`src/rtl/uflb_params.svh`:
```
// Offsets, field positions, reset values and timing for the line control block
`ifndef UFLB_PARAMS_SVH
`define UFLB_PARAMS_SVH
// ****************************************
// Register byte offsets
// ****************************************
`define UFLB_OFF_EVT_FIFO 8'h00
`define UFLB_OFF_LINE_BANK 8'h04
`define UFLB_OFF_MODEM 8'h08
`define UFLB_OFF_SHADOW 8'h0c
`define UFLB_OFF_CTL 8'h10
// ****************************************
// Field positions
// ****************************************
`define UFLB_FCR_FEN 0
`define UFLB_FCR_RX_SOFT_RESET 1
`define UFLB_FCR_TX_SOFT_RESET 2
`define UFLB_FCR_TXTH 5:4
`define UFLB_FCR_RXTH 7:6
`define UFLB_LCR_WLS 1:0
`define UFLB_LCR_STB 2
`define UFLB_LCR_PEN 3
`define UFLB_LCR_EPS 4
`define UFLB_LCR_STICK_PARITY 5
`define UFLB_LCR_SET_BREAK 6
`define UFLB_LCR_BANK_SEL_ENABLE 7
`define UFLB_LCR_FMT 6:0
`define UFLB_MCR_DTR 0
`define UFLB_MCR_RTS 1
`define UFLB_MCR_LOOP 4
`define UFLB_MCR_MODE 7:5
`define UFLB_MCR_STD_MASK 8'h1f
`define UFLB_CTL_EXT 0
`define UFLB_CTL_IMOD 1
// ****************************************
// Reset values, answers and timing
// ****************************************
`define UFLB_LCR_RST 8'h00
`define UFLB_BSR_RST 8'h00
`define UFLB_MCR_RST 8'h00
`define UFLB_RESP_OKAY 2'h0
`define UFLB_RESP_SLVERR 2'h2
`define UFLB_IR_PULSE_NS 64
`define UFLB_CLK_NS 4
`define UFLB_IR_DIV (`UFLB_IR_PULSE_NS / `UFLB_CLK_NS)
`endif

```
`src/rtl/uflb_pkg.sv`:
```
// Types for the line control block
package uflb_pkg;
	typedef enum logic [2:0]
	{
		MODE_UART = 3'b000,
		MODE_ASK = 3'b010,
		MODE_SIR = 3'b011,
		MODE_CIR = 3'b110
	} uflb_mode_t;
	typedef struct packed
	{
		logic aw_have;
		logic [7:0] aw_addr;
		logic w_have;
		logic [7:0] w_data;
		logic w_lane0;
		logic bvalid;
		logic [1:0] bresp;
		logic rvalid;
		logic [1:0] rresp;
		logic [7:0] rdata;
		logic fifo_en;
		logic [1:0] tx_thr;
		logic [1:0] rx_thr;
		logic rx_sr;
		logic tx_sr;
		logic flush;
		logic [7:0] line_format_control;
		logic [7:0] register_bank_select;
		logic [7:0] modem_line_control;
		logic [1:0] ctl;
		logic [7:0] pdiv;
		logic pulse;
		logic [1:0] cts_s;
		logic [1:0] dsr_s;
	} uflb_state_t;
endpackage : uflb_pkg
```
`src/rtl/uflb_ctrl.sv`:
```
// FIFO, line format, bank select and modem control registers behind AXI4-Lite
// Contract
// Tx empty event mirrors idle in UART/ASK/CIR
// FIFO enable 1 enables, 0 flushes both
// CIR mode keeps FIFOs enabled, ignores bit
// Rx soft reset clears, self-clears
// Tx soft reset clears, self-clears
// Extended: tx event below 1/3/9/13
// Rx event at or above 1/4/8/14
// Shared address reads bank select; shadow holds format
// Bit7 low writes both, high bank only
// Format and bank select reset to zero
// Format bits ignored in CIR mode
// Length code gives 5 to 8 bits
// Stop bits 1, 1.5 or 2; rx checks one
// Parity none/odd/even/one/zero from three bits
// UART break holds serial output low
// SIR or modulated ASK break pulses infrared
// Unmodulated ASK break holds infrared high
// Break touches front-end only
// Host sets/clears break only when tx empty
// Bank decode from bank select pattern
// Terminal-ready bit drives pin or loopback ready
// Send-request bit drives pin or loopback clear
// Event read and FIFO write share address
// Reserved bits read zero, writes ignored
`include "uflb_params.svh"
module uflb_ctrl
(
	input wire logic aclk,
	input wire logic aresetn,
	input wire logic [7:0] s_axi_awaddr,
	input wire logic [2:0] s_axi_awprot,
	input wire logic s_axi_awvalid,
	output logic s_axi_awready,
	input wire logic [31:0] s_axi_wdata,
	input wire logic [3:0] s_axi_wstrb,
	input wire logic s_axi_wvalid,
	output logic s_axi_wready,
	output logic [1:0] s_axi_bresp,
	output logic s_axi_bvalid,
	input wire logic s_axi_bready,
	input wire logic [7:0] s_axi_araddr,
	input wire logic [2:0] s_axi_arprot,
	input wire logic s_axi_arvalid,
	output logic s_axi_arready,
	output logic [31:0] s_axi_rdata,
	output logic [1:0] s_axi_rresp,
	output logic s_axi_rvalid,
	input wire logic s_axi_rready,
	input wire logic [4:0] tx_fifo_level,
	input wire logic [4:0] rx_fifo_level,
	input wire logic tx_frontend_idle,
	input wire logic tx_shift_bit,
	input wire logic tx_ir_bit,
	input wire logic cts_n_pin,
	input wire logic dsr_n_pin,
	output logic fifo_enable,
	output logic fifo_flush,
	output logic rx_soft_reset,
	output logic tx_soft_reset,
	output logic tx_low_event,
	output logic rx_high_event,
	output logic tx_idle_flag,
	output logic tx_empty_event,
	output logic [3:0] char_bits,
	output logic [2:0] tx_stop_halves,
	output logic parity_enable,
	output logic parity_forced,
	output logic parity_value,
	output logic even_parity_sel,
	output logic serial_out_pin,
	output logic infrared_tx_pin,
	output logic dtr_n_pin,
	output logic rts_n_pin,
	output logic modem_dsr,
	output logic modem_cts,
	output logic [2:0] bank_selected,
	output logic bank_reserved
);
	uflb_pkg::uflb_state_t st_reg;
	uflb_pkg::uflb_state_t st_next;
	uflb_pkg::uflb_mode_t mode;
	logic ext;
	logic cir;
	logic fmt_on;
	logic brk;
	logic loop;
	logic aw_hs;
	logic w_hs;
	logic ar_hs;
	logic do_wr;
	logic [7:0] wr_addr;
	logic [7:0] wr_data;
	logic [7:0] evt;
	logic [4:0] tx_thr_n;
	logic [4:0] rx_thr_n;
	logic [3:0] bank_code;

	// ****************************************
	// Decode helpers
	// ****************************************
	function automatic logic [4:0] thr_level(input logic rx, input logic [1:0] code);
		logic [4:0] v;
		v = 5'h01;
		case (code)
			2'h1: v = rx ? 5'h04 : 5'h03;
			2'h2: v = rx ? 5'h08 : 5'h09;
			2'h3: v = rx ? 5'h0e : 5'h0d;
			default: v = 5'h01;
		endcase
		return v;
	endfunction : thr_level

	function automatic logic [3:0] bank_of(input logic [7:0] b);
		logic [3:0] v;
		v = 4'h8;
		if (!b[7])
			v = 4'h0;
		else if (!b[6] || b[1] || b[0])
			v = 4'h1;
		else if (b[5] && !(b[4] && b[3]))
			v = {1'b0, 3'(3'h2 + {b[4], b[3], b[2]})};
		return v;
	endfunction : bank_of

	// ****************************************
	// Mode and event terms
	// ****************************************
	assign ext = st_reg.ctl[`UFLB_CTL_EXT];
	// Plain layout and reserved mode codes both run as UART
	assign mode = (ext && (st_reg.modem_line_control[`UFLB_MCR_MODE] inside {uflb_pkg::MODE_ASK,
		uflb_pkg::MODE_SIR, uflb_pkg::MODE_CIR}))
		? uflb_pkg::uflb_mode_t'(st_reg.modem_line_control[`UFLB_MCR_MODE]) : uflb_pkg::MODE_UART;
	assign cir = (mode == uflb_pkg::MODE_CIR);
	assign fmt_on = !cir;
	assign brk = fmt_on && st_reg.line_format_control[`UFLB_LCR_SET_BREAK];
	assign loop = !ext && st_reg.modem_line_control[`UFLB_MCR_LOOP];
	assign tx_thr_n = thr_level(1'b0, st_reg.tx_thr);
	assign rx_thr_n = thr_level(1'b1, st_reg.rx_thr);
	assign tx_idle_flag = (tx_fifo_level == 5'h00) && tx_frontend_idle;
	assign tx_empty_event = tx_idle_flag && (mode == uflb_pkg::MODE_UART
		|| mode == uflb_pkg::MODE_ASK || cir);
	assign tx_low_event = ext && (tx_fifo_level < tx_thr_n);
	assign rx_high_event = fifo_enable ? (rx_fifo_level >= rx_thr_n)
		: (rx_fifo_level != 5'h00);
	assign fifo_enable = st_reg.fifo_en || cir;
	assign fifo_flush = st_reg.flush;
	assign rx_soft_reset = st_reg.rx_sr;
	assign tx_soft_reset = st_reg.tx_sr;

	// Extended view is one flag per source; standard view is prioritised
	always_comb
	begin
		evt = 8'h01;
		if (ext)
			evt = {2'h0, tx_empty_event, 3'h0, tx_low_event, rx_high_event};
		else if (rx_high_event)
			evt = {{2{fifo_enable}}, 6'h04};
		else if (tx_low_event || tx_idle_flag)
			evt = {{2{fifo_enable}}, 6'h02};
		else
			evt = {{2{fifo_enable}}, 6'h01};
	end

	// ****************************************
	// Line format outputs
	// ****************************************
	assign char_bits = fmt_on ? 4'(4'h5 + {2'h0, st_reg.line_format_control[`UFLB_LCR_WLS]}) : 4'h8;
	always_comb
	begin
		tx_stop_halves = 3'h2;
		if (fmt_on && st_reg.line_format_control[`UFLB_LCR_STB])
			tx_stop_halves = (st_reg.line_format_control[`UFLB_LCR_WLS] == 2'h0) ? 3'h3 : 3'h4;
	end
	assign parity_enable = fmt_on && st_reg.line_format_control[`UFLB_LCR_PEN];
	assign even_parity_sel = st_reg.line_format_control[`UFLB_LCR_EPS];
	assign parity_forced = parity_enable && st_reg.line_format_control[`UFLB_LCR_STICK_PARITY];
	assign parity_value = !st_reg.line_format_control[`UFLB_LCR_EPS];

	// ****************************************
	// Transmit front-end and modem pins
	// ****************************************
	// Break only overrides the pins, the shifter keeps timing characters
	assign serial_out_pin = (brk && mode == uflb_pkg::MODE_UART) ? 1'b0
		: tx_shift_bit;
	always_comb
	begin
		infrared_tx_pin = tx_ir_bit;
		if (brk && (mode == uflb_pkg::MODE_SIR
			|| (mode == uflb_pkg::MODE_ASK && st_reg.ctl[`UFLB_CTL_IMOD])))
			infrared_tx_pin = st_reg.pulse;
		else if (brk && mode == uflb_pkg::MODE_ASK)
			infrared_tx_pin = 1'b1;
	end
	// Pins go inactive in loopback so the far end sees no stray handshake
	assign dtr_n_pin = loop || !st_reg.modem_line_control[`UFLB_MCR_DTR];
	assign rts_n_pin = loop || !st_reg.modem_line_control[`UFLB_MCR_RTS];
	assign modem_dsr = loop ? st_reg.modem_line_control[`UFLB_MCR_DTR] : !st_reg.dsr_s[1];
	assign modem_cts = loop ? st_reg.modem_line_control[`UFLB_MCR_RTS] : !st_reg.cts_s[1];
	assign bank_code = bank_of(st_reg.register_bank_select);
	assign bank_selected = bank_code[2:0];
	assign bank_reserved = bank_code[3];

	// ****************************************
	// AXI4-Lite slave
	// ****************************************
	assign s_axi_awready = !st_reg.aw_have && !st_reg.bvalid;
	assign s_axi_wready = !st_reg.w_have && !st_reg.bvalid;
	assign s_axi_arready = !st_reg.rvalid;
	assign s_axi_bvalid = st_reg.bvalid;
	assign s_axi_bresp = st_reg.bresp;
	assign s_axi_rvalid = st_reg.rvalid;
	assign s_axi_rresp = st_reg.rresp;
	assign s_axi_rdata = {24'h0, st_reg.rdata};
	assign aw_hs = s_axi_awvalid && s_axi_awready;
	assign w_hs = s_axi_wvalid && s_axi_wready;
	assign ar_hs = s_axi_arvalid && s_axi_arready;
	assign do_wr = (st_reg.aw_have || aw_hs) && (st_reg.w_have || w_hs);
	assign wr_addr = st_reg.aw_have ? st_reg.aw_addr : s_axi_awaddr;
	assign wr_data = st_reg.w_have ? st_reg.w_data : s_axi_wdata[7:0];

	always_comb
	begin
		st_next = st_reg;
		st_next.rx_sr = 1'b0;
		st_next.tx_sr = 1'b0;
		st_next.flush = 1'b0;
		st_next.cts_s = {st_reg.cts_s[0], cts_n_pin};
		st_next.dsr_s = {st_reg.dsr_s[0], dsr_n_pin};
		st_next.pulse = 1'b0;
		st_next.pdiv = 8'(st_reg.pdiv + 8'h01);
		if (st_reg.pdiv == 8'(`UFLB_IR_DIV - 1))
		begin
			st_next.pdiv = 8'h00;
			st_next.pulse = 1'b1;
		end
		if (aw_hs)
		begin
			st_next.aw_have = 1'b1;
			st_next.aw_addr = s_axi_awaddr;
		end
		if (w_hs)
		begin
			st_next.w_have = 1'b1;
			st_next.w_data = s_axi_wdata[7:0];
			st_next.w_lane0 = s_axi_wstrb[0];
		end
		if (do_wr)
		begin
			st_next.aw_have = 1'b0;
			st_next.w_have = 1'b0;
			st_next.bvalid = 1'b1;
			st_next.bresp = `UFLB_RESP_OKAY;
			if ((st_reg.w_have ? st_reg.w_lane0 : s_axi_wstrb[0]))
			begin
				case (wr_addr)
					`UFLB_OFF_EVT_FIFO:
					begin
						if (!cir)
						begin
							st_next.fifo_en = wr_data[`UFLB_FCR_FEN];
							st_next.flush = !wr_data[`UFLB_FCR_FEN];
						end
						st_next.rx_sr = wr_data[`UFLB_FCR_RX_SOFT_RESET];
						st_next.tx_sr = wr_data[`UFLB_FCR_TX_SOFT_RESET];
						st_next.tx_thr = wr_data[`UFLB_FCR_TXTH];
						st_next.rx_thr = wr_data[`UFLB_FCR_RXTH];
					end
					`UFLB_OFF_LINE_BANK:
					begin
						st_next.register_bank_select = wr_data;
						if (!wr_data[`UFLB_LCR_BANK_SEL_ENABLE])
							st_next.line_format_control = wr_data;
					end
					`UFLB_OFF_MODEM:
						st_next.modem_line_control = ext ? wr_data : (wr_data & `UFLB_MCR_STD_MASK);
					`UFLB_OFF_SHADOW:
						st_next.line_format_control = wr_data;
					`UFLB_OFF_CTL:
						st_next.ctl = wr_data[1:0];
					default:
						st_next.bresp = `UFLB_RESP_SLVERR;
				endcase
			end
		end
		if (st_reg.bvalid && s_axi_bready)
			st_next.bvalid = 1'b0;
		if (st_reg.rvalid && s_axi_rready)
			st_next.rvalid = 1'b0;
		if (ar_hs)
		begin
			st_next.rvalid = 1'b1;
			st_next.rresp = `UFLB_RESP_OKAY;
			case (s_axi_araddr)
				`UFLB_OFF_EVT_FIFO: st_next.rdata = evt;
				`UFLB_OFF_LINE_BANK: st_next.rdata = st_reg.register_bank_select;
				`UFLB_OFF_MODEM: st_next.rdata = ext ? st_reg.modem_line_control : (st_reg.modem_line_control & `UFLB_MCR_STD_MASK);
				`UFLB_OFF_SHADOW: st_next.rdata = st_reg.line_format_control;
				`UFLB_OFF_CTL: st_next.rdata = {6'h00, st_reg.ctl};
				default:
				begin
					st_next.rdata = 8'h00;
					st_next.rresp = `UFLB_RESP_SLVERR;
				end
			endcase
		end
	end

	always_ff @(posedge aclk)
	begin
		if (!aresetn)
		begin
			st_reg <= '0;
			st_reg.line_format_control <= `UFLB_LCR_RST;
			st_reg.register_bank_select <= `UFLB_BSR_RST;
			st_reg.modem_line_control <= `UFLB_MCR_RST;
			st_reg.cts_s <= 2'h3;
			st_reg.dsr_s <= 2'h3;
		end
		else
			st_reg <= st_next;
	end

	// ****************************************
	// Assertions
	// ****************************************
	property p_rx_sr_pulse;
		@(posedge aclk) disable iff (!aresetn)
		rx_soft_reset |=> !rx_soft_reset;
	endproperty
	a_rx_sr_pulse: assert property (p_rx_sr_pulse) else $error("rx reset not one cycle");

	property p_tx_sr_pulse;
		@(posedge aclk) disable iff (!aresetn)
		(do_wr && wr_addr == `UFLB_OFF_EVT_FIFO && wr_data[`UFLB_FCR_TX_SOFT_RESET]
			&& (st_reg.w_have ? st_reg.w_lane0 : s_axi_wstrb[0]))
		|=> tx_soft_reset ##1 !tx_soft_reset;
	endproperty
	a_tx_sr_pulse: assert property (p_tx_sr_pulse) else $error("tx reset pulse wrong");

	property p_bank_only;
		@(posedge aclk) disable iff (!aresetn)
		(do_wr && wr_addr == `UFLB_OFF_LINE_BANK && wr_data[`UFLB_LCR_BANK_SEL_ENABLE])
		|=> (st_reg.line_format_control == $past(st_reg.line_format_control)) && (st_reg.register_bank_select == $past(wr_data));
	endproperty
	a_bank_only: assert property (p_bank_only) else $error("format changed by bank write");

	property p_read_bank;
		@(posedge aclk) disable iff (!aresetn)
		(ar_hs && s_axi_araddr == `UFLB_OFF_LINE_BANK)
		|=> s_axi_rvalid && (s_axi_rdata == {24'h0, $past(st_reg.register_bank_select)});
	endproperty
	a_read_bank: assert property (p_read_bank) else $error("shared read not bank select");

	property p_uart_break;
		@(posedge aclk) disable iff (!aresetn)
		(!ext && st_reg.line_format_control[`UFLB_LCR_SET_BREAK]) |-> !serial_out_pin;
	endproperty
	a_uart_break: assert property (p_uart_break) else $error("break not driving low");

	property p_ask_steady;
		@(posedge aclk) disable iff (!aresetn)
		(brk && mode == uflb_pkg::MODE_ASK && !st_reg.ctl[`UFLB_CTL_IMOD]) |-> infrared_tx_pin;
	endproperty
	a_ask_steady: assert property (p_ask_steady) else $error("ask break not high");

	property p_cir_fifo;
		@(posedge aclk) disable iff (!aresetn)
		cir |-> fifo_enable && !fifo_flush;
	endproperty
	a_cir_fifo: assert property (p_cir_fifo) else $error("fifo off in cir mode");

	property p_tx_thr;
		@(posedge aclk) disable iff (!aresetn)
		tx_low_event == (ext && ((st_reg.tx_thr == 2'h0 && tx_fifo_level < 5'h01)
			|| (st_reg.tx_thr == 2'h1 && tx_fifo_level < 5'h03)
			|| (st_reg.tx_thr == 2'h2 && tx_fifo_level < 5'h09)
			|| (st_reg.tx_thr == 2'h3 && tx_fifo_level < 5'h0d)));
	endproperty
	a_tx_thr: assert property (p_tx_thr) else $error("tx event outside threshold");

	property p_empty_ev;
		@(posedge aclk) disable iff (!aresetn)
		(tx_fifo_level == 5'h00 && tx_frontend_idle
			&& !(ext && st_reg.modem_line_control[`UFLB_MCR_MODE] == 3'b011)) |-> tx_empty_event;
	endproperty
	a_empty_ev: assert property (p_empty_ev) else $error("empty event missing");
endmodule : uflb_ctrl

```
`config.mk`:
```
export PLATFORM = sky130hd
export DESIGN_NAME = uflb_ctrl
export DESIGN_NICKNAME = d
export VERILOG_FILES = /design/src/rtl/uflb_pkg.sv /design/src/rtl/uflb_ctrl.sv
export VERILOG_INCLUDE_DIRS = /design/src /design/src/rtl
export SDC_FILE = /design/constraint.sdc
export NUM_CORES = 1
export LEC_CHECK = 0
export ABC_AREA = 1
export BUFFER_PORTS_ARGS = -buffer_cell sky130_fd_sc_hd__buf_4
export CORE_ASPECT_RATIO = 1.4
export CORE_MARGIN = 3
export CORE_UTILIZATION = 29
export DETAILED_ROUTE_END_ITERATION = 8
export GPL_TIMING_DRIVEN = 1
export SYNTH_ARGS = -nofsm -noshare
export SYNTH_HDL_FRONTEND = slang
export SYNTH_SLANG_ARGS = --single-unit
```
`constraint.sdc`:
```
create_clock -name aclk -period 2.6 [get_ports aclk]
set_clock_uncertainty 0.2 [all_clocks]
set_input_delay 0.39 -clock aclk [delete_from_list [all_inputs] [get_ports aclk]]
set_output_delay 0.39 -clock aclk [all_outputs]
set_load 0.005 [all_outputs]
```
==> results of run 1 <==
[worst max-delay path, stage by stage (launching register included)]
cell and delay [ps]:
dfxtp_1 550, clkinvlp_4 330, nand2_1 250, nor2_1 60, a21oi_1 140, buf_4 130
[cells in the mapped netlist (3+ instances only)]
cell type	n	share of area (%)
nor2_1	116	10
nand2_1	101	9.1
dfxtp_1	78	38
inv_1	77	6.9
a21oi_1	37	4.4
buf_4	36	6.5
o21ai_0	36	4.3
o21ai_1	24	2.9
nand3_1	18	2.2
ha_1	11	3.3
clkbuf_1	9	0.81
nor3_1	9	1.1
or2_1	9	1.4
nand4_1	6	0.90
or2_2	5	0.75
inv_2	4	0.36
o2111ai_1	3	0.63
o22ai_1	3	0.45
[routing by layer]
layer / GRT usage, % / vias up / part of all wire (%)
li1: - / 2057 / -
met1: 14.84 / 1711 / 41
met2: 25.34 / 98 / 52
met3: 2.578 / 13 / 4.9
met4: 4.351 / 0 / 1.7
met5: 0 / - / 0
[cell type report]
class                   instances  area [um2]  share of cell area [%]
clock inverters                 7       55.05                   1.064
well taps                     185       231.5                   4.474
repair buffers                 99       743.2                   14.37
inverters                      84       324.1                   6.264
clock buffers                   9       225.2                   4.353
multi-input cells             424        2033                   39.30
flip-flops and latches         78        1562                   30.18
[cell families (layout without fill, tap and decap cells)]
group / after synthesis / count (layout) / share of synthesized area, %
DFF: 78 / 78 / 37.52
and+or+nand+nor: 270 / 270 / 27.18
xor gates and xnor gates: 3 / 3 / 0.6315
other: 1 / 26 / 0.09011
muxes: 1 / 1 / 0.2405
AOI/OAI and AO/OA: 113 / 113 / 15.15
adders and majority gates: 11 / 11 / 3.307
buffers and inverters: 134 / 199 / 15.87
[worst max-delay path by stage]
stage	slack (ps)	startpoint	end
finish	210	ext	modem_cts
global route	50	st_reg[79]	even_parity_sel
CTS	120	ext	modem_cts
detailed placement	290	st_reg[79]	st_reg[31]
global placement	310	st_reg[79]	st_reg[31]
floorplan	620	st_reg[79]	st_reg[33]
[cell usage in the layout, fill, tap and decap left out, drive strengths merged]
| cell type | Yosys | routed |
|---|---|---|
| nor2 | 116 | 116 |
| nand2 | 103 | 103 |
| buf | 41 | 99 |
| inv | 83 | 86 |
| dfxtp | 78 | 78 |
| o21ai | 60 | 60 |
| a21oi | 39 | 39 |
| conb | 1 | 26 |
| nand3 | 18 | 18 |
| or2 | 14 | 14 |
| ha | 11 | 11 |
| nor3 | 9 | 9 |
| clkbuf | 9 | 9 |
| nand4 | 6 | 6 |
| clkinvlp | 0 | 3 |
| o2111ai | 3 | 3 |
| o22ai | 3 | 3 |
| o21a | 2 | 2 |
| xor2 | 2 | 2 |
| nor3b | 2 | 2 |
| o31ai | 2 | 2 |
| clkinv | 1 | 2 |
| nor4 | 1 | 1 |
| and3 | 1 | 1 |
| a21boi | 1 | 1 |
| o32ai | 1 | 1 |
| mux2i | 1 | 1 |
| xnor2 | 1 | 1 |
| o221ai | 1 | 1 |
| o211ai | 1 | 1 |
[through the flow]
stage | total power, mW | worst slack, ps | hold slack [ps] | util [%]
floorplan | 1.697 | 617.0 | 192.5 | -
global placement | 1.869 | 305.1 | 195.8 | 34.99
detailed placement | 1.874 | 294.7 | 204.8 | 34.99
CTS | 3.067 | 117.0 | 12.25 | 37.00
global route | 3.178 | 54.33 | 14.07 | 37.02
finish | 3.037 | 213.1 | 23.08 | 37.02
[power by group]
part,leakage [nW],switching (mW),total [mW],internal (mW)
Combinational,1.61,0.322,0.532,0.211
Clock,0.133,0.536,1.19,0.656
Sequential,0.635,0.0474,1.31,1.26
==> results.py, run 1 <==
metrics = {
    "critical_path": {
        "required_ps": 2010,
        "worstPathArrival_ps": 1800,
        "r2r-start": "st_reg[79]",
        "end_kind": "output port",
        "reg2reg_depth": 9,
        "ff2ff_setup_slack_ps": 280,
        "startpoint_type": "register",
        "path_class": "register to output port",
        "critPathMaxFanout": 9,
        "reg2reg_to": "st_reg[33]",
    },
    "placed_design": {
        "hpwl_um": 8617,
        "port_buffers": 90,
        "dp.cells": 870,
        "dpl_cell_area_um2": 4890,
        "gp_congestion": 0.8273,
    },
    "sta": {
        "hold_violations": 0,
        "maxSlewViolCount": 0,
        "final-setup-viol-count": 0,
        "max_slew_margin_pct": 65.72,
        "fin_tns_setup_ps": 0,
        "fin_crit_ps": 2387,
        "period_share_pct": 91.81,
        "rsz0062_at_grt": "no",
        "tightestPinTransition_ps": 508.9,
        "max_freq_mhz": 418.9,
    },
    "clocking": {
        "htree_num_levels": 3,
        "clock_path_buffers": 2,
        "worstSkewPairLatency_ps": 340,
        "numClockSinks": 78,
        "cts_hold_buf": 0,
        "post_cts_buffers": 0,
        "cts_made_buffers": 9,
        "cts_tree": "done",
        "cts_root_buffer": "clkbuf_16",
        "path_clk_slew_ps": 60,
        "postCtsResizedCells": 0,
    },
    "worst_hold_path": {
        "worstHoldPathCells": 2,
        "hp-class": "input pin to register",
        "hold-path-endpoint": "s_axi_bvalid",
        "hp-start": "s_axi_bready",
    },
    "global_route": {
        "gr-total-overflow": 0,
        "grt_antenna_before_repair": 0,
        "gr-usage-all-layers_pct": 13.43,
        "grt_start_max_net_pins": 32,
        "grt_first_pass_wirelength_um": 16880,
        "grt_pass1_vias": 3587,
    },
    "finish": {
        "area_growth_pct": 24.32,
        "fillCellCount": 1554,
        "largest_register_ffs": 59,
        "antennaDiodeCount": 0,
        "fin_cells": 886,
        "fin_nets": 787,
        "drive_above_1_share_pct": 18.97,
        "fin_area_um2": 5174,
    },
    "drt": {
        "firstDrtPassIters": 4,
        "routed_wl_um": 10900,
        "drt_iter0_markers": 161,
        "dr_total_vias": 3879,
        "via_per_inst": 4.378,
        "postRouteAntennaNets": 0,
        "wl_per_cell_um": 12.30,
        "drc": 0,
    },
    "floorplanning": {
        "dieArea_um2": 15840,
        "pin_count": 150,
        "start_util_pct": 29.78,
        "core_area_um2": 13970,
        "rows": 51,
        "dieWidth_um": 107.2,
        "die_h_um": 147.7,
    },
    "yosys": {
        "synth.avg_cell_area_um2": 6.811,
        "netlist_area_um2": 4161,
        "synth_warnings": 0,
        "synth_seq_cells": 78,
        "ys_seq_area_share_pct": 37.52,
        "ys_types": 41,
        "synthFlopType": "dfxtp_1",
        "synth-edff-count": 0,
        "synth_cells": 611,
        "synth_async_sr_flop_share_pct": 0,
    },
    "run": {
        "cap_violations": 0,
    },
    "power": {
        "cellLeakagePower_nw": 2.377,
        "power_density_nw_per_um2": 587.0,
        "peakVddDrop_uv": 285.2,
    },
    "run_status": {
        "status": "completed",
    },
}
(Power assumes the default switching activity.)
==> inputs of run 2 (changes only) <==
- CORE_UTILIZATION: 29 -> 50
- PLACE_DENSITY: not set -> 0.8
==> results.py, run 2 (synthesized netlist as in run 1, its figures left out) <==
metrics = {
    "run_status": {
        "status": "completed",
    },
    "clocking": {
        "cts_made_buffers": 9,
        "post_cts_buffers": 0,
        "path_clk_slew_ps": 70,
        "cts_tree": "done",
        "cts_root_buffer": "clkbuf_8",
        "numClockSinks": 78,
        "htree_num_levels": 3,
        "worstSkewPairLatency_ps": 350,
        "cts_hold_buf": 0,
        "clock_path_buffers": 2,
    },
    "sta": {
        "tightestPinTransition_ps": 662.8,
        "rsz0062_at_grt": "no",
        "hold_violations": 0,
        "final-setup-viol-count": 0,
        "max_slew_margin_pct": 55.76,
        "max_freq_mhz": 416.5,
        "maxSlewViolCount": 0,
        "fin_crit_ps": 2401,
        "period_share_pct": 92.34,
        "fin_tns_setup_ps": 0,
    },
    "critical_path": {
        "cp-startpoint": "ext",
        "startpoint_type": "register",
        "reg2reg_to": "st_reg[30]",
        "slowest_delay_ps": 510,
        "reg2reg_depth": 7,
        "critPathMaxFanout": 9,
        "cpMaxStageDelayCell": "dfxtp_1",
        "r2r-start": "st_reg[79]",
        "end_kind": "output port",
        "worstPathArrival_ps": 1810,
        "worstPathCellList": "clkinv_1, nand2_1, nor2_1, a21oi_1, buf_4",
        "ff2ff_setup_slack_ps": 390,
        "path_class": "register to output port",
        "required_ps": 2010,
    },
    "power": {
        "peakVddDrop_uv": 449.0,
        "cellLeakagePower_nw": 2.322,
        "switching_share_pct": 29.39,
        "seq_power_share_pct": 49.7,
        "internal-power_mw": 1.868,
        "p_switching_mw": 0.7774,
        "p_comb_share_pct": 20.0,
        "power_density_nw_per_um2": 535.8,
        "total_power_mw": 2.645,
        "p_clk_share_pct": 30.3,
    },
    "global_route": {
        "grt_antenna_before_repair": 0,
        "grt_first_pass_wirelength_um": 16300,
        "gr-usage-all-layers_pct": 21.06,
        "grt_pass1_vias": 3613,
        "grt_start_max_net_pins": 27,
        "gr-total-overflow": 0,
    },
    "floorplanning": {
        "die_h_um": 113.9,
        "start_util_pct": 52.41,
        "dieArea_um2": 9469,
        "rows": 38,
        "dieWidth_um": 83.11,
        "core_area_um2": 7940,
        "pin_count": 150,
    },
    "finish": {
        "final_cell_mix": "nor2_1, nand2_1, buf_4",
        "largest_register_ffs": 59,
        "antennaDiodeCount": 0,
        "fin_nets": 785,
        "final_common_cell": "nor2_1",
        "drive_above_1_share_pct": 18.19,
        "area_growth_pct": 18.64,
    },
    "drt": {
        "wl_per_cell_um": 12.53,
        "drc": 0,
        "postRouteAntennaNets": 0,
        "routed_wl_um": 10000,
        "drt_iter0_markers": 259,
        "via_per_inst": 5.060,
        "firstDrtPassIters": 5,
        "dr_total_vias": 4038,
    },
    "run": {
        "cap_violations": 0,
    },
    "worst_hold_path": {
        "hold-path-endpoint": "s_axi_bvalid",
        "hp-start": "s_axi_bready",
        "hp-class": "input pin to register",
        "worstHoldPathCells": 2,
    },
    "placed_design": {
        "hpwl_um": 7842,
        "port_buffers": 90,
        "gp_congestion": 0.8968,
    },
}
## run 2: worst max-delay path by stage
stage                       endpoint  slack (ps)  cells past startpoint
after floorplan           st_reg[33]         620                     12
after global placement    st_reg[30]         340                      7
after detailed placement  st_reg[30]         300                      7
after CTS                  modem_dsr         180                      5
after global routing       modem_cts          10                      5
final                      modem_dsr         200                      5
## run 2: what timing repair did
action,4_1_cts,5_1_grt
resized for setup,0,1
hold endpoints to repair,0,0
endpoints found under the setup margin,0,1
## run 2: area by class of cell
type | instances | area (um2)
inverter | 84 | 320.3
sequential | 78 | 1563
tap | 100 | 125.1
timing repair buffer | 97 | 728.2
multi-input combinational | 424 | 2033
clock inverter | 1 | 5.005
fill | 743 | 3003
clock buffer | 14 | 162.7
## run 2: stage by stage
step / instance area, um2 / util, % / hold slack (ps) / setup slack (ps) / std cells
2_1_floorplan: 4255 / - / 192.5 / 617.0 / 636
3_3_place_gp: 4768 / 60.05 / 194.7 / 337.6 / 783
3_5_place_dp: 4768 / 60.05 / 206.0 / 301.8 / 783
4_1_cts: 4936 / 62.17 / 6.551 / 177.4 / 798
5_1_grt: 4937 / 62.18 / 18.38 / 13.35 / 798
6_report: 4937 / 62.18 / 13.76 / 199.2 / 798
## run 2: layer usage
| metal | vias up | global-route usage (%) | part of all wire, % |
|---|---|---|---|
| met5 | - | 0 | 0 |
| met4 | 0 | 10.58 | 3.5 |
| met3 | 25 | 4.408 | 6.0 |
| met2 | 158 | 38.60 | 51 |
| met1 | 1812 | 22.77 | 39 |
| li1 | 2043 | - | - |
## run 2: power by group through the flow
stage,clock network (mW),registers (mW),logic (mW)
floorplan,0,1.32,0.374
global placement,0,1.34,0.511
detailed placement,0,1.34,0.525
CTS,0.811,1.31,0.529
global route,0.869,1.32,0.598
finish,0.801,1.31,0.530
## run 2: worst max-delay path, delay by kind of cell, from the launching register on
family / cells / cell delay (ps)
simple gates: 2 / 340
compound gates: 1 / 130
buf+inv: 2 / 480
flops: 1 / 510
